File: config.mk
export PLATFORM = sky130hd
export DESIGN_NAME = spi_flash_command_sequencer
export DESIGN_NICKNAME = d
export VERILOG_FILES = /design/src/verilog/spi_flash_command_sequencer.v
export VERILOG_INCLUDE_DIRS = /design/src /design/src/verilog
export SDC_FILE = /design/constraint.sdc
export NUM_CORES = 1
export LEC_CHECK = 0
export ABC_CLOCK_PERIOD_IN_PS = 5700
export BUFFER_PORTS_ARGS = -buffer_cell sky130_fd_sc_hd__buf_4
export CORE_MARGIN = 3
export CORE_UTILIZATION = 40
export CTS_CLUSTER_SIZE = 16
export DETAILED_ROUTE_END_ITERATION = 6
export PLACE_DENSITY = 0.63
export SLEW_MARGIN = 20
export SYNTH_ARGS = -nofsm -noshare
export SYNTH_HDL_FRONTEND = slang
export SYNTH_SLANG_ARGS = --single-unit
File: constraint.sdc
create_clock -name clk_i -period 5.7 [get_ports clk_i]
set_clock_uncertainty 0.2 [all_clocks]
set_input_delay 0.285 -clock clk_i [delete_from_list [all_inputs] [get_ports clk_i]]
set_output_delay 0.285 -clock clk_i [all_outputs]
set_load 0.1 [all_outputs]
File: src/verilog/flash_seq_defines.vh
// Constants for the serial flash command sequencer
// What this block does
// - Status bit 3 reads high while a flash operation runs, clears itself.
// - A 16-bit reception puts its upper byte in the upper register.
// - An 8 or 16-bit reception puts its lower byte into the lower register.
// - Command opcode register, reset zero, is the opcode of raw commands.
// - Chip select bit 0 drives device zero select; bits 3..1 are storage.
// - Size field decodes 000/001/011 to 512k/1M/4M; 100 is ambiguous.
// - Operation bit 7 picks one of two continuous programming styles.
// - Operation bit 6 sends the raw command, self-clears on completion.
// - Operation bit 5 reads flash status, self-clears on completion.
// - Operation bit 4 writes flash status, self-clears on completion.
// - Operation bit 3 erases a sector, self-clears on completion.
// - Operation bit 2 reads identification, self-clears on completion.
// - Op bit 1 programs; software or memory cycle sets it; self-clears.
// - Op bit 0 reads data; software or memory cycle sets it; self-clears.
// - Erase, program and read address come from three byte registers.
// - Burst count register, reset zero, gives bytes for program when op bit 7 is zero.
// - Transmit byte register, reset zero, feeds program and status write.
// - Completion flag sets when a transfer ends; writing one clears it.
// - Idle level setting one idles clock high, zero idles clock low.
// - Phase setting one puts first edge at start, zero half a bit in.
// - Lsb-first setting one shifts lsb first, else msb first.
`ifndef FLASH_SEQ_DEFINES_VH
`define FLASH_SEQ_DEFINES_VH
`define IDX_CTRL 8'hf0
`define IDX_STAT 8'hf3
`define IDX_RXHI 8'hf4
`define IDX_CMD 8'hf5
`define IDX_SEL 8'hf6
`define IDX_SIZE 8'hf7
`define IDX_OP 8'hf8
`define IDX_RXLO 8'hfa
`define IDX_ADH 8'hfb
`define IDX_ADM 8'hfc
`define IDX_ADL 8'hfd
`define IDX_CNT 8'hfe
`define IDX_TXB 8'hff
`define STAT_DONE_BIT 7
`define STAT_BUSY_BIT 3
`define OP_TYPE_BIT 7
`define CTRL_IDLE_BIT 3
`define CTRL_PHASE_BIT 2
`define CTRL_LSB_BIT 0
`define OPC_STATUS_READ_GO 8'h05
`define OPC_STATUS_WRITE_GO 8'h01
`define OPC_ERASE 8'h20
`define OPC_ID 8'h90
`define OPC_PROGRAM_GO 8'h02
`define OPC_AAI 8'had
`define OPC_READ 8'h03
`define MASK_512K 24'h07ffff
`define MASK_1M 24'h0fffff
`define MASK_2M 24'h1fffff
`define MASK_4M 24'h3fffff
`define MASK_8M 24'h7fffff
`endif

File: src/verilog/spi_flash_command_sequencer.v
// Register-driven serial flash command sequencer with a Wishbone slave
`include "flash_seq_defines.vh"
`default_nettype none
module spi_flash_command_sequencer #(
   parameter HALF_DIV = 4
) (
   input wire clk_i,
   input wire rst_i,
   input wire ce_i,
   input wire wb_cyc_i,
   input wire wb_stb_i,
   input wire wb_we_i,
   input wire [9:0] wb_adr_i,
   input wire [3:0] wb_sel_i,
   input wire [31:0] wb_dat_i,
   output reg [31:0] wb_dat_o,
   output reg wb_ack_o,
   input wire mem_read_req_i,
   input wire mem_program_go_req_i,
   output reg op_done_o,
   output reg sck_o,
   output reg mosi_o,
   output reg select_device_zero_n_o,
   input wire miso_i
);

   localparam ST_IDLE = 2'b00;
   localparam ST_LOAD = 2'b01;
   localparam ST_SHIFT = 2'b10;
   localparam ST_DONE = 2'b11;
   localparam integer DIV_LAST_I = HALF_DIV - 1;
   localparam [7:0] DIV_LAST = DIV_LAST_I[7:0];
   localparam [2:0] BIT_LAST = 3'h7;

   reg [7:0] cmd_q;
   reg [3:0] sel_q;
   reg [2:0] size_q;
   reg type_q;
   reg [6:0] go_q;
   reg [7:0] rxh_q;
   reg [7:0] rxl_q;
   reg [7:0] adh_q;
   reg [7:0] adm_q;
   reg [7:0] adl_q;
   reg [7:0] burst_program_count_q;
   reg [7:0] txb_q;
   reg [2:0] ctl_q;
   reg done_q;
   reg [1:0] state_q;
   reg [6:0] run_q;
   reg [8:0] byte_q;
   reg [2:0] bit_q;
   reg half_q;
   reg [7:0] div_q;
   reg [7:0] sh_q;
   reg [7:0] rxsh_q;
   reg rx_first_q;
   reg miso_m_q;
   reg miso_s_q;

   wire clock_idle_level = ctl_q[2];
   wire clock_phase_select = ctl_q[1];
   wire lsb_first_select = ctl_q[0];
   // Busy covers load and done as well as the shifting itself
   wire transfer_in_progress = (state_q != ST_IDLE);
   wire [7:0] idx = wb_adr_i[9:2];
   wire wr_en = wb_cyc_i & wb_stb_i & wb_we_i & wb_ack_o & wb_sel_i[0];
   wire [7:0] wd = wb_dat_i[7:0];

   // Size field bounds the address so it wraps inside the part
   reg [23:0] size_mask;
   always @* begin
      case (size_q)
         3'h0: size_mask = `MASK_512K;
         3'h1: size_mask = `MASK_1M;
         3'h3: size_mask = `MASK_4M;
         // Code 100 is printed for two sizes; 2M is the cautious reading
         3'h4: size_mask = `MASK_2M;
         default: size_mask = `MASK_8M;
      endcase
   end

   wire [23:0] flash_addr = {adh_q, adm_q, adl_q} & size_mask;

   // Frame shape of the operation in progress
   reg [7:0] opc;
   reg has_addr;
   reg [8:0] ndat;
   reg [1:0] nrx;
   always @* begin
      opc = cmd_q;
      has_addr = 1'b0;
      ndat = 9'h000;
      nrx = 2'h0;
      if (run_q[6]) begin
         opc = cmd_q;
      end else if (run_q[5]) begin
         opc = `OPC_STATUS_READ_GO;
         nrx = 2'h1;
      end else if (run_q[4]) begin
         opc = `OPC_STATUS_WRITE_GO;
         ndat = 9'h001;
      end else if (run_q[3]) begin
         opc = `OPC_ERASE;
         has_addr = 1'b1;
      end else if (run_q[2]) begin
         opc = `OPC_ID;
         has_addr = 1'b1;
         nrx = 2'h2;
      end else if (run_q[1]) begin
         has_addr = 1'b1;
         if (type_q) begin
            opc = `OPC_AAI;
            ndat = 9'h001;
         end else begin
            opc = `OPC_PROGRAM_GO;
            if (burst_program_count_q == 8'h00)
               ndat = 9'h001;
            else
               ndat = {1'b0, burst_program_count_q};
         end
      end else if (run_q[0]) begin
         opc = `OPC_READ;
         has_addr = 1'b1;
         nrx = 2'h1;
      end
   end

   // Frame length in bytes: opcode, address, data, then reception
   wire [8:0] ntx = 9'h001 + (has_addr ? 9'h003 : 9'h000) + ndat;
   wire [8:0] nall = ntx + {7'h00, nrx};
   wire [8:0] byte_nx = byte_q + 9'h001;

   // Byte sent at position byte_nx; reception bytes send zeros
   reg [7:0] tx_next;
   always @* begin
      tx_next = 8'h00;
      if (byte_nx < ntx) begin
         if (has_addr && byte_nx == 9'h001)
            tx_next = flash_addr[23:16];
         else if (has_addr && byte_nx == 9'h002)
            tx_next = flash_addr[15:8];
         else if (has_addr && byte_nx == 9'h003)
            tx_next = flash_addr[7:0];
         else
            tx_next = txb_q;
      end
   end

   // Highest operation bit wins when software sets several at once
   reg [6:0] pick;
   always @* begin
      pick = 7'h00;
      if (go_q[6]) pick = 7'h40;
      else if (go_q[5]) pick = 7'h20;
      else if (go_q[4]) pick = 7'h10;
      else if (go_q[3]) pick = 7'h08;
      else if (go_q[2]) pick = 7'h04;
      else if (go_q[1]) pick = 7'h02;
      else if (go_q[0]) pick = 7'h01;
   end

   wire [7:0] rx_in = lsb_first_select ? {miso_s_q, rxsh_q[7:1]} :
      {rxsh_q[6:0], miso_s_q};
   wire [7:0] sh_adv = lsb_first_select ? {1'b0, sh_q[7:1]} :
      {sh_q[6:0], 1'b0};
   // One bit is two ticks: leading half, then trailing half
   wire tick = (div_q == DIV_LAST);
   wire finish = (state_q == ST_DONE);

   // Miso crosses from the pin through two flops
   always @(posedge clk_i) begin
      if (rst_i) begin
         miso_m_q <= 1'b0;
         miso_s_q <= 1'b0;
      end else if (ce_i) begin
         miso_m_q <= miso_i;
         miso_s_q <= miso_m_q;
      end
   end

   // Wishbone slave: ack one cycle after the strobe, data at the ack edge
   always @(posedge clk_i) begin
      if (rst_i) begin
         wb_ack_o <= 1'b0;
         wb_dat_o <= 32'h00000000;
      end else if (ce_i) begin
         // A strobe held across the ack is not answered twice
         wb_ack_o <= wb_cyc_i & wb_stb_i & ~wb_ack_o;
         wb_dat_o <= 32'h00000000;
         if (wb_cyc_i & wb_stb_i & ~wb_ack_o & ~wb_we_i) begin
            case (idx)
               `IDX_CTRL: wb_dat_o[7:0] <= {4'h0, clock_idle_level,
                  clock_phase_select, 1'b0, lsb_first_select};
               `IDX_STAT: wb_dat_o[7:0] <= {done_q, 3'h0,
                  transfer_in_progress, 3'h0};
               `IDX_RXHI: wb_dat_o[7:0] <= rxh_q;
               `IDX_CMD: wb_dat_o[7:0] <= cmd_q;
               `IDX_SEL: wb_dat_o[7:0] <= {4'h0, sel_q};
               `IDX_SIZE: wb_dat_o[7:0] <= {5'h00, size_q};
               `IDX_OP: wb_dat_o[7:0] <= {type_q, go_q};
               `IDX_RXLO: wb_dat_o[7:0] <= rxl_q;
               `IDX_ADH: wb_dat_o[7:0] <= adh_q;
               `IDX_ADM: wb_dat_o[7:0] <= adm_q;
               `IDX_ADL: wb_dat_o[7:0] <= adl_q;
               `IDX_CNT: wb_dat_o[7:0] <= burst_program_count_q;
               `IDX_TXB: wb_dat_o[7:0] <= txb_q;
               default: wb_dat_o <= 32'h00000000;
            endcase
         end
      end
   end

   // Software-owned registers
   always @(posedge clk_i) begin
      if (rst_i) begin
         cmd_q <= 8'h00;
         sel_q <= 4'h0;
         size_q <= 3'h0;
         type_q <= 1'b0;
         adh_q <= 8'h00;
         adm_q <= 8'h00;
         adl_q <= 8'h00;
         burst_program_count_q <= 8'h00;
         txb_q <= 8'h00;
         ctl_q <= 3'h0;
      end else if (ce_i && wr_en) begin
         case (idx)
            `IDX_CTRL: ctl_q <= {wd[`CTRL_IDLE_BIT], wd[`CTRL_PHASE_BIT],
               wd[`CTRL_LSB_BIT]};
            `IDX_CMD: cmd_q <= wd;
            `IDX_SEL: sel_q <= wd[3:0];
            `IDX_SIZE: size_q <= wd[2:0];
            `IDX_OP: type_q <= wd[`OP_TYPE_BIT];
            `IDX_ADH: adh_q <= wd;
            `IDX_ADM: adm_q <= wd;
            `IDX_ADL: adl_q <= wd;
            `IDX_CNT: burst_program_count_q <= wd;
            `IDX_TXB: txb_q <= wd;
            default: ;
         endcase
      end
   end

   // Start bits: set by software or memory cycle; a set beats the clear
   wire [6:0] go_d;
   genvar g;
   generate
      for (g = 0; g < 7; g = g + 1) begin : g_go
         wire sw_set = wr_en && (idx == `IDX_OP) && wd[g];
         // Memory cycles can only start a program or a data read
         wire hw_set = (g == 1) ? mem_program_go_req_i :
            (g == 0) ? mem_read_req_i : 1'b0;
         wire clr = finish && run_q[g];
         assign go_d[g] = (sw_set || hw_set) ? 1'b1 : (clr ? 1'b0 : go_q[g]);
      end
   endgenerate

   always @(posedge clk_i) begin
      if (rst_i) begin
         go_q <= 7'h00;
      end else if (ce_i) begin
         go_q <= go_d;
      end
   end

   // Completion flag: write one clears, a new completion wins
   always @(posedge clk_i) begin
      if (rst_i) begin
         done_q <= 1'b0;
      end else if (ce_i) begin
         if (finish)
            done_q <= 1'b1;
         else if (wr_en && idx == `IDX_STAT && wd[`STAT_DONE_BIT])
            done_q <= 1'b0;
      end
   end

   // Serial engine. Miso is read two cycles late through the
   // synchroniser, so HALF_DIV must stay above two.
   always @(posedge clk_i) begin
      if (rst_i) begin
         state_q <= ST_IDLE;
         run_q <= 7'h00;
         byte_q <= 9'h000;
         bit_q <= 3'h0;
         half_q <= 1'b0;
         div_q <= 8'h00;
         sh_q <= 8'h00;
         rxsh_q <= 8'h00;
         rx_first_q <= 1'b0;
         rxh_q <= 8'h00;
         rxl_q <= 8'h00;
         sck_o <= 1'b0;
         mosi_o <= 1'b0;
         select_device_zero_n_o <= 1'b1;
         op_done_o <= 1'b0;
      end else if (ce_i) begin
         op_done_o <= 1'b0;
         case (state_q)
            ST_IDLE: begin
               sck_o <= clock_idle_level;
               select_device_zero_n_o <= 1'b1;
               if (pick != 7'h00) begin
                  run_q <= pick;
                  state_q <= ST_LOAD;
               end
            end
            ST_LOAD: begin
               byte_q <= 9'h000;
               bit_q <= 3'h0;
               half_q <= 1'b0;
               div_q <= 8'h00;
               sh_q <= opc;
               rx_first_q <= 1'b1;
               mosi_o <= lsb_first_select ? opc[0] : opc[7];
               // Only bit 0 of the select register reaches the pin
               select_device_zero_n_o <= ~sel_q[0];
               // Phase one makes the leading edge right at the start
               sck_o <= clock_idle_level ^ clock_phase_select;
               state_q <= ST_SHIFT;
            end
            ST_SHIFT: begin
               div_q <= tick ? 8'h00 : div_q + 8'h01;
               if (tick && !half_q) begin
                  half_q <= 1'b1;
                  // Mid-bit sample, well after the far side's change
                  rxsh_q <= rx_in;
                  sck_o <= clock_idle_level ^ ~clock_phase_select;
               end else if (tick) begin
                  half_q <= 1'b0;
                  bit_q <= bit_q + 3'h1;
                  if (bit_q == BIT_LAST) begin
                     byte_q <= byte_nx;
                     if (byte_q >= ntx) begin
                        rx_first_q <= 1'b0;
                        if (nrx == 2'h2 && rx_first_q)
                           rxh_q <= rxsh_q;
                        else
                           rxl_q <= rxsh_q;
                     end
                     if (byte_nx == nall) begin
                        sck_o <= clock_idle_level;
                        state_q <= ST_DONE;
                     end else begin
                        sh_q <= tx_next;
                        mosi_o <= lsb_first_select ? tx_next[0] :
                           tx_next[7];
                        sck_o <= clock_idle_level ^ clock_phase_select;
                     end
                  end else begin
                     sh_q <= sh_adv;
                     mosi_o <= lsb_first_select ? sh_adv[0] : sh_adv[7];
                     sck_o <= clock_idle_level ^ clock_phase_select;
                  end
               end
            end
            ST_DONE: begin
               // Busy drops here together with the self-clear
               select_device_zero_n_o <= 1'b1;
               sck_o <= clock_idle_level;
               run_q <= 7'h00;
               op_done_o <= 1'b1;
               state_q <= ST_IDLE;
            end
            default: state_q <= ST_IDLE;
         endcase
      end
   end

endmodule
`default_nettype wire

After elaboration in Yosys (flattened, before gate mapping)
Cells that the tools add are included.
- bits in registers: 169
- output and inout port bits: 37
- word-level logic and storage cells: 276
- add/sub/neg operators: 6
- magnitude comparators: 2
- eq/ne operators: 34
- muxes and demuxes: 108
- bitwise operators: 15
- reductions and logical operators: 74
- operator list (cell ; number):
    $mux W8 ; 28
    $eq A8 B8 Y1 const B ; 13
    $pmux W8 S13 ; 1
    $pmux W23 S4 ; 1
    $mux W1 ; 44
    $reduce_and A2 Y1 ; 21
    $pmux W8 S2 ; 2
    $mux W9 ; 3
    $and A24 B24 Y24 ; 1
    $mux W2 ; 12
    $reduce_bool A2 Y1 ; 12
    $logic_and A1 B1 Y1 ; 23
    $eq A9 B2 Y1 const B ; 2
    $pmux W9 S2 ; 1
    $mux W7 ; 2
    $pmux W7 S2 ; 1
    $reduce_and A7 Y1 ; 2
    $ne A2 B2 Y1 const B ; 6
    $reduce_and A6 Y1 ; 2
    $reduce_and A5 Y1 ; 2
    $add A3 B9 Y9 ; 1
    $add A9 B1 Y9 const B ; 1
    $add A9 B2 Y9 ; 1
    $eq A9 B1 Y1 const B ; 1
    33 further kinds ; 56

Longest topological paths before layout
Gate-level depths: netlist of run 1.
- depth in word-level cells: 18
- depth in mapped cells: 21
- depth with buffers taken out: 19

Worst setup path after synthesis of run 1
OpenSTA, ideal clock, no wires.
- path kind: reg-to-reg
- start point: register run_q[5]
- end point: register state_q[0]
- setup time: 0.086 ns
- arrival time: 4.332 ns
- setup slack: 1.082 ns
- cell stages (with the launch flop): 14
- cell sequence: dfxtp_1 -> buf_2 -> nor3_1 -> nand2_1 -> ha_1 -> fa_1 -> fa_1 -> nand2b_1 -> a211oi_2 -> or4b_4 -> or4_4 -> a2111oi_2 -> nor2_1 -> a221oi_2
- longest elaborated chain between the ends: 9
- elaborated cells between the ends (all ways): 13
- ends and longest elaborated chain (item ; line ; source):
    start: declaration ; spi_flash_command_sequencer.v:50 ; reg [6:0] run_q;
    start signal: assignment ; spi_flash_command_sequencer.v:305 ; run_q <= pick;
    $mux W1 ; spi_flash_command_sequencer.v:97 ; end else if (run_q[5]) begin
    $mux W1 ; spi_flash_command_sequencer.v:95 ; if (run_q[6]) begin
    $mux W2 ; spi_flash_command_sequencer.v:130 ; wire [8:0] ntx = 9'h001 + (has_addr ? 9'h003 : 9'h000) + ndat;
    $add A1 B2 Y3 ; spi_flash_command_sequencer.v:130 ;
    $add A3 B9 Y9 ; spi_flash_command_sequencer.v:130 ;
    $add A9 B2 Y9 * ; spi_flash_command_sequencer.v:131 ; wire [8:0] nall = ntx + {7'h00, nrx};
    $eq A9 B9 Y1 * ; spi_flash_command_sequencer.v:342 ; if (byte_nx == nall) begin
    $ne A2 B2 Y1 (no line) * ; n/a ;
    $reduce_and A6 Y1 (no line) * ; n/a ;
    end signal: assignment ; spi_flash_command_sequencer.v:344 ; state_q <= ST_DONE;
    end signal: assignment ; spi_flash_command_sequencer.v:364 ; state_q <= ST_IDLE;
    end signal: assignment ; spi_flash_command_sequencer.v:366 ; default: state_q <= ST_IDLE;
    end: declaration ; spi_flash_command_sequencer.v:49 ; reg [1:0] state_q;
Mark *: on every way between the ends. The rest lies on a longest branch, timed or not.
A chain may end at the register's enable or synchronous reset.

Worst setup path after layout of run 1
- start point: register burst_program_count_q[1]
- end point: register state_q[0]
- longest elaborated chain between the ends: 14
- ends and longest elaborated chain (item ; line ; source):
    start: declaration ; spi_flash_command_sequencer.v:45 ; reg [7:0] burst_program_count_q;
    start signal: assignment ; spi_flash_command_sequencer.v:238 ; `IDX_CNT: burst_program_count_q <= wd;
    $logic_not A8 Y1 ; spi_flash_command_sequencer.v:117 ; if (burst_program_count_q == 8'h00)
    $mux W8 * ; spi_flash_command_sequencer.v:117 ;
    $mux W8 * ; spi_flash_command_sequencer.v:112 ; if (type_q) begin
    $mux W8 * ; spi_flash_command_sequencer.v:110 ; end else if (run_q[1]) begin
    $mux W8 * ; spi_flash_command_sequencer.v:106 ; end else if (run_q[2]) begin
    $mux W8 * ; spi_flash_command_sequencer.v:103 ; end else if (run_q[3]) begin
    $mux W8 * ; spi_flash_command_sequencer.v:100 ; end else if (run_q[4]) begin
    $mux W8 * ; spi_flash_command_sequencer.v:97 ;
    $mux W8 * ; spi_flash_command_sequencer.v:95 ;
    $add A3 B9 Y9 * ; spi_flash_command_sequencer.v:130 ;
    $add A9 B2 Y9 * ; spi_flash_command_sequencer.v:131 ;
    $eq A9 B9 Y1 * ; spi_flash_command_sequencer.v:342 ;
    $ne A2 B2 Y1 (no line) * ; n/a ;
    $reduce_and A6 Y1 (no line) * ; n/a ;
Marks and branches as above.

==> results of run 1 <==
worst register-to-register path, stage by stage, from the launching register on:
cell and delay, ns:
dfxtp_1 0.51, nor3_1 0.10, a211oi_1 0.37, nor3_1 0.08
o21ai_0 0.18, ha_1 0.23, fa_1 0.52, fa_1 0.50
nand2b_1 0.17, a211oi_2 0.25, or4b_4 0.51, or4_4 0.51
a2111oi_2 0.40, nor2_1 0.17, a221oi_2 0.28
synthesized netlist by cell type (3+ instances only):
cell,instances
nor4b_1,3
a211oi_1,14
or2_2,3
a21o_1,6
xor2_1,13
o211ai_1,5
nor4_1,10
o21ai_0,14
o22ai_1,9
nand2_1,148
nor2b_1,4
nor2_1,116
nor3_1,20
buf_2,3
nand3_1,53
a31oi_1,8
xnor2_1,14
buf_6,4
and4_1,5
mux2i_1,43
or3_1,3
o22a_1,5
a22oi_1,34
a211oi_2,8
nand4_1,19
o221ai_1,3
a221o_1,3
nand4b_1,3
nor3b_1,6
a22o_1,7
dfxtp_1,145
inv_1,31
a222oi_1,7
buf_4,24
and3_1,8
nand3b_1,6
o21ai_1,4
o211a_1,6
ha_1,34
o2111ai_1,3
a21oi_1,94
clkbuf_1,49
and2_1,10
nand2b_1,12
a221oi_1,10
per-stage QoR:
step	worst slack [ns]	std cells	hold slack (ns)	power (mW)
CTS	0.6092	1387	0.00003869	2.423
floorplan	1.082	1099	0.2210	1.257
detailed placement	0.6488	1345	0.2595	1.303
global route	0.2564	1387	0.009010	2.485
global placement	0.7116	1345	0.2458	1.300
finish	0.6195	1387	0.01071	2.410
state kept, by name, indices dropped and copies added (netlist names), 8 cells and up:
| name | flops |
|---|---|
| adh_q | 8 |
| cmd_q | 8 |
| sh_q | 8 |
| rxh_q | 8 |
| txb_q | 8 |
| adl_q | 8 |
| rxsh_q | 8 |
| div_q | 8 |
| adm_q | 8 |
| rxl_q | 8 |
| byte_q | 9 |
| wb_dat_o | 8 |
| burst_program_count_q | 8 |
cell families (layout without fill, tap and decap cells):
family	count (synthesis)	in the layout	synth area share (%)
xor+xnor	28	28	3.012
compound gates	260	260	21.04
other cells	1	24	0.04361
buf+inv	115	128	6.460
simple gates	447	447	25.14
mux	44	44	5.136
flops	145	145	33.76
fa+ha+maj	36	36	5.413
area by class of cell:
type	count	area (um^2)
clock inverters	13	141.4
well taps	275	344.1
flip-flops and latches	145	2903
fillers	2152	11390
repair buffers	63	498.0
inverters	33	123.9
clock buffers	19	442.9
multi-input cells	839	5244
power by group through the flow:
| stage | Combinational [mW] | Clock [mW] | Sequential (mW) |
|---|---|---|---|
| 2_1_floorplan | 0.200 | 0 | 1.06 |
| 3_3_place_gp | 0.247 | 0 | 1.05 |
| 3_5_place_dp | 0.249 | 0 | 1.05 |
| 4_1_cts | 0.255 | 1.14 | 1.03 |
| 5_1_grt | 0.278 | 1.17 | 1.03 |
| 6_report | 0.256 | 1.12 | 1.03 |
cell usage in the layout (no fill, tap or decap), types with 10 or more instances in the layout:
cell type / count
dlygate4sd3_1: 10
o21ai_0: 14
and2_1: 10
a221oi_1: 10
a22oi_1: 34
nand4_1: 19
conb_1: 24
mux2i_1: 43
ha_1: 34
a211oi_1: 13
inv_1: 31
xnor2_1: 14
nor3_1: 20
nand3_1: 53
buf_4: 53
a21oi_1: 94
dfxtp_1: 145
nor2_1: 114
nand2_1: 148
nand2b_1: 12
xor2_1: 13
clkbuf_16: 17
worst max path at each step:
stage,from,end,slack [ns],cells after the start
3_3_place_gp,burst_program_count_q[1]$_SDFFE_PP0P_,state_q[0]$_SDFFE_PP0P_,0.71,14
5_1_grt,run_q[1]$_SDFFE_PP0P_,sh_q[6]$_SDFFE_PP0P_,0.26,20
2_1_floorplan,run_q[5]$_SDFFE_PP0P_,state_q[0]$_SDFFE_PP0P_,1.08,13
4_1_cts,burst_program_count_q[1]$_SDFFE_PP0P_,state_q[0]$_SDFFE_PP0P_,0.61,14
6_report,burst_program_count_q[1]$_SDFFE_PP0P_,state_q[0]$_SDFFE_PP0P_,0.62,14
3_5_place_dp,burst_program_count_q[1]$_SDFFE_PP0P_,state_q[0]$_SDFFE_PP0P_,0.65,14
metal layers:
metal  share of wire [%]  up-vias  track usage, %
li1                    -     3910               -
met1                  44     3860           30.90
met2                  46      335           36.50
met3                 6.9       54           5.055
met4                 3.3        0           7.722
met5                   0        -               0
what timing repair did:
| action | 4_1_cts | 5_1_grt |
|---|---|---|
| setup buffers | 0 | 0 |
| hold buffers | 10 | 0 |
| endpoints found under the hold margin | 44 | 0 |
==> flow_metrics.py, run 1 <==
metrics = {
    "power_and_ir_drop": {
        "p_per_area_mw_per_mm2": 248.6,
        "swShare_pct": 28.76,
        "p_leak_nw": 3.518,
        "p_switching_mw": 0.6931,
        "power_frac_clock_pct": 46.6,
        "power.internal_mw": 1.717,
        "p_comb_share_pct": 10.6,
        "peakVddDrop_v": 0.0001505,
        "p_seq_share_pct": 42.8,
    },
    "final_layout": {
        "post-route-util_pct": 45.98,
        "drive_gt1_share_pct": 10.70,
        "antennaDiodeCount": 0,
        "syn2layout_area_growth_pct": 12.76,
        "fin_nets": 1190,
        "fin_area_mm2": 0.009697,
    },
    "worst_hold_path": {
        "min_to": "burst_program_count_q[0]$_SDFFE_PP0P_",
        "min_path_cells": 3,
        "hp-start": "wb_dat_i[0]",
        "worstHoldPathType": "input pin to flop",
    },
    "routing": {
        "drc": 0,
        "vias_per_cell": 5.882,
        "wl_per_cell_um": 19.44,
        "vias": 8159,
        "drt-initial-drc-count": 857,
        "wl_um": 26960,
        "first_pass_iters": 6,
        "antenna_left": 0,
    },
    "global_routing": {
        "overflow": 0,
        "grt_pass1_wl_um": 42500,
        "grt_max_degree": 83,
        "antenna_found_initial": 0,
        "grt.total_usage_pct": 22.92,
        "grt_pass1_vias": 7501,
    },
    "logic_synthesis": {
        "syn_area_per_cell_um2": 7.992,
        "synth-edff-count": 0,
        "syn_inst": 1076,
        "ys_ff_latch": 145,
        "ys_seq_area_share_pct": 33.76,
        "ys_top_cells_by_area": "dfxtp_1 (34%), nand2_1 (6.5%), a21oi_1 (5.5%), nor2_1 (5.1%), mux2i_1 (5.0%)",
        "synth_area_mm2": 0.008599,
        "synthArstFlopShare_pct": 0,
        "synth_top_area_share_pct": 33.76,
        "synth_cell_types": 81,
        "synth_ff_type": "dfxtp_1",
        "yosys_warnings": 0,
        "synth_top_area_cell": "dfxtp_1",
    },
    "clock_tree": {
        "clk_latency_ns": 0.43,
        "cts-root-buf": "clkbuf_16",
        "path_clk_slew_ns": 0.07,
        "h-tree-depth": 4,
        "cts.path.max_buffers": 2,
        "numCtsBuffers": 17,
        "cts_tree": "done",
        "post_cts_resized": 0,
        "cts.sinks": 145,
    },
    "timing": {
        "finalCritPeriodShare_pct": 89.13,
        "finalHoldViolCount": 0,
        "drv_slew": 0,
        "slew_headroom_pct": 24.63,
        "min_period_ns": 5.080,
        "tns_ns": 0,
        "rsz0062_at_grt": "false",
        "setup_viol": 0,
        "worst_slew_pin_slew_ns": 1.122,
        "fmax_mhz": 196.8,
    },
    "placement": {
        "io_buffers": 38,
        "gp_congestion": 0.9723,
        "placed_area_mm2": 0.009007,
        "place_hpwl_um": 19770,
    },
    "floorplan": {
        "die_area_mm2": 0.02329,
        "die-height_um": 152.6,
        "die_w_um": 152.6,
        "rows": 53,
        "coreArea_mm2": 0.02109,
        "initial_core_util_pct": 40.78,
        "io_pins": 92,
    },
    "setup_path": {
        "path_buf_inv": 0,
        "startpoint_type": "flop",
        "reg2reg_slack_ns": 0.62,
        "crit_arrival_ns": 5.22,
        "r2r_cells": 14,
        "crit_chain": "nor3_1 > a211oi_1 > nor3_1 > o21ai_0 > ha_1 > fa_1 > fa_1 > nand2b_1 > a211oi_2 > or4b_4 > or4_4 > a2111oi_2 > nor2_1 > a221oi_2",
        "worstPathRequired_ns": 5.84,
        "cp_top_family": "simple AND/OR/NAND/NOR gates",
        "cpPeakStageDelay_ns": 0.52,
        "reg2reg_to": "state_q[0]$_SDFFE_PP0P_",
        "criticalPathCategory": "flop to flop",
        "critPathMaxFanout": 4,
        "r2r_start": "burst_program_count_q[1]$_SDFFE_PP0P_",
        "critPathSlowestCell": "fa_1",
        "worstSetupEndpointType": "flop",
    },
    "job": {
        "cap_violations": 0,
    },
    "status": {
        "outcome": "finished clean",
    },
}
No activity file was read; power rests on OpenSTA's default activity.
==> run 2, diff against run 1 <==
--- a/config.mk
+++ b/config.mk
@@ -13,6 +13,7 @@
 export CTS_CLUSTER_SIZE = 16
 export DETAILED_ROUTE_END_ITERATION = 6
 export PLACE_DENSITY = 0.63
+export RECOVER_POWER = 100
 export SLEW_MARGIN = 20
 export SYNTH_ARGS = -nofsm -noshare
 export SYNTH_HDL_FRONTEND = slang
==> flow_metrics.py, run 2 (synthesis gave the netlist of run 1 again) <==
metrics = {
    "placement": {
        "place_hpwl_um": 19770,
        "gp_congestion": 0.9723,
        "io_buffers": 38,
        "placed_area_mm2": 0.009007,
        "dp.cells": 1345,
        "dp_slack_ns": 0.6488,
    },
    "global_routing": {
        "antenna_found_initial": 0,
        "overflow": 0,
        "grt_max_degree": 83,
        "grt_pass1_vias": 7501,
        "grt_pass1_wl_um": 42500,
        "grt.total_usage_pct": 22.92,
    },
    "power_and_ir_drop": {
        "total_power_mw": 2.407,
        "p_per_area_mw_per_mm2": 250.2,
        "p_leak_nw": 3.452,
        "peakVddDrop_v": 0.0001522,
    },
    "setup_path": {
        "r2r_cells": 15,
        "r2r_start": "burst_program_count_q[1]$_SDFFE_PP0P_",
        "critPathMaxFanout": 12,
        "worstSetupEndpointType": "flop",
        "reg2reg_to": "sh_q[4]$_SDFFE_PP0P_",
        "reg2reg_slack_ns": 0.43,
        "criticalPathCategory": "flop to flop",
        "startpoint_type": "flop",
        "cp-startpoint": "burst_program_count_q[1]$_SDFFE_PP0P_",
        "crit_arrival_ns": 5.21,
        "worstPathRequired_ns": 5.64,
        "endpoint": "sh_q[4]$_SDFFE_PP0P_",
    },
    "routing": {
        "drt-initial-drc-count": 794,
        "vias_per_cell": 5.919,
        "antenna_left": 0,
        "wl_per_cell_um": 19.44,
        "first_pass_iters": 6,
        "wl_um": 26960,
        "vias": 8210,
        "drc": 0,
    },
    "final_layout": {
        "drive_gt1_share_pct": 9.083,
        "nFillCells": 2166,
        "post-route-util_pct": 45.62,
        "fin_nets": 1190,
        "instances_no_fill": 1387,
        "final_common_cell": "nand2_1",
        "top_register": "byte_q",
        "fin_area_mm2": 0.009620,
        "syn2layout_area_growth_pct": 11.87,
        "largest_reg_flops": 9,
        "final_cell_mix": "nand2_1 (148), dfxtp_1 (145), nor2_1 (114)",
        "antennaDiodeCount": 0,
    },
    "timing": {
        "worst_slew_pin_slew_ns": 3.855,
        "finalCritPeriodShare_pct": 92.50,
        "fmax_mhz": 189.7,
        "drv_slew": 83,
        "min_period_ns": 5.273,
        "finalHoldViolCount": 0,
        "tns_ns": 0,
        "slew_headroom_pct": -157.0,
        "rsz0062_at_grt": "false",
        "setup_ws_ns": 0.4272,
        "whs_ns": 0.006798,
        "setup_viol": 0,
    },
    "clock_tree": {
        "cts_tree": "done",
        "clk_latency_ns": 0.44,
        "h-tree-depth": 4,
        "cts-root-buf": "clkbuf_16",
        "cts.sinks": 145,
        "numCtsBuffers": 17,
        "cts.path.max_buffers": 2,
        "path_clk_slew_ns": 0.07,
        "post_cts_resized": 0,
    },
    "worst_hold_path": {
        "worstHoldPathType": "input pin to flop",
        "min_path_cells": 3,
    },
    "floorplan": {
        "coreArea_mm2": 0.02109,
        "die_area_mm2": 0.02329,
        "rows": 53,
        "io_pins": 92,
        "initial_core_util_pct": 40.78,
        "die_w_um": 152.6,
        "die-height_um": 152.6,
    },
    "status": {
        "violations": "max-capacitance violations, max-slew violations",
        "outcome": "complete, but fails checks",
    },
    "job": {
        "cap_violations": 1,
    },
}
## run 2: final cells by class
| type | count | area, um^2 | area share (%) |
|---|---|---|---|
| Tap cell | 275 | 344.1 | 3.577 |
| Inverter | 33 | 123.9 | 1.288 |
| Timing Repair Buffer | 63 | 436.7 | 4.539 |
| Sequential cell | 145 | 2903 | 30.17 |
| Clock buffer | 19 | 442.9 | 4.604 |
| Clock inverter | 13 | 141.4 | 1.470 |
| Multi-Input combinational cell | 839 | 5229 | 54.35 |
## run 2: critical path, cell delays in order (launching register included)
cell and delay [ns]:
dfxtp_1 0.51, nor3_1 0.10, a211oi_1 0.39, nor3_1 0.08
o21ai_0 0.18, ha_1 0.24, fa_1 0.52, fa_1 0.50
nand2b_1 0.17, a211oi_2 0.25, or4b_4 0.51, or4_4 0.51
a211oi_2 0.22, clkbuf_2 0.33, o211a_1 0.21, a211oi_2 0.05
## run 2: worst min path at each step
stage                                            end  slack, ns                   from
3_5_place_dp                   bit_q[1]$_SDFFE_PP0P_       0.26  bit_q[1]$_SDFFE_PP0P_
6_report                       txb_q[0]$_SDFFE_PP0P_      0.007            wb_dat_i[0]
3_3_place_gp                   adh_q[7]$_SDFFE_PP0P_       0.25  adh_q[7]$_SDFFE_PP0P_
2_1_floorplan                  adl_q[4]$_SDFFE_PP0P_       0.22            wb_dat_i[4]
4_1_cts        burst_program_count_q[0]$_SDFFE_PP0P_    0.00004            wb_dat_i[0]
5_1_grt                        adm_q[0]$_SDFFE_PP0P_      0.009            wb_dat_i[0]
## run 2: report_power, final
| group | total (mW) | internal, mW | leakage (nW) | switching (mW) |
|---|---|---|---|---|
| Clock | 1.12 | 0.630 | 0.285 | 0.493 |
| Sequential | 1.03 | 1.02 | 1.17 | 0.00918 |
| Combinational | 0.254 | 0.0640 | 2.00 | 0.190 |
## run 2: routing by layer
metal | GRT usage [%] | up-vias | routed length, um
li1 | - | 3906 | -
met1 | 30.90 | 3890 | 11690
met2 | 36.50 | 363 | 12470
met3 | 5.055 | 51 | 1993
met4 | 7.722 | 0 | 807
met5 | 0 | - | 0
## run 2: timing repair
action / CTS / global route
buffers inserted: 0 / 0
endpoints found under the hold margin: 44 / 0
hold buffers: 10 / 0
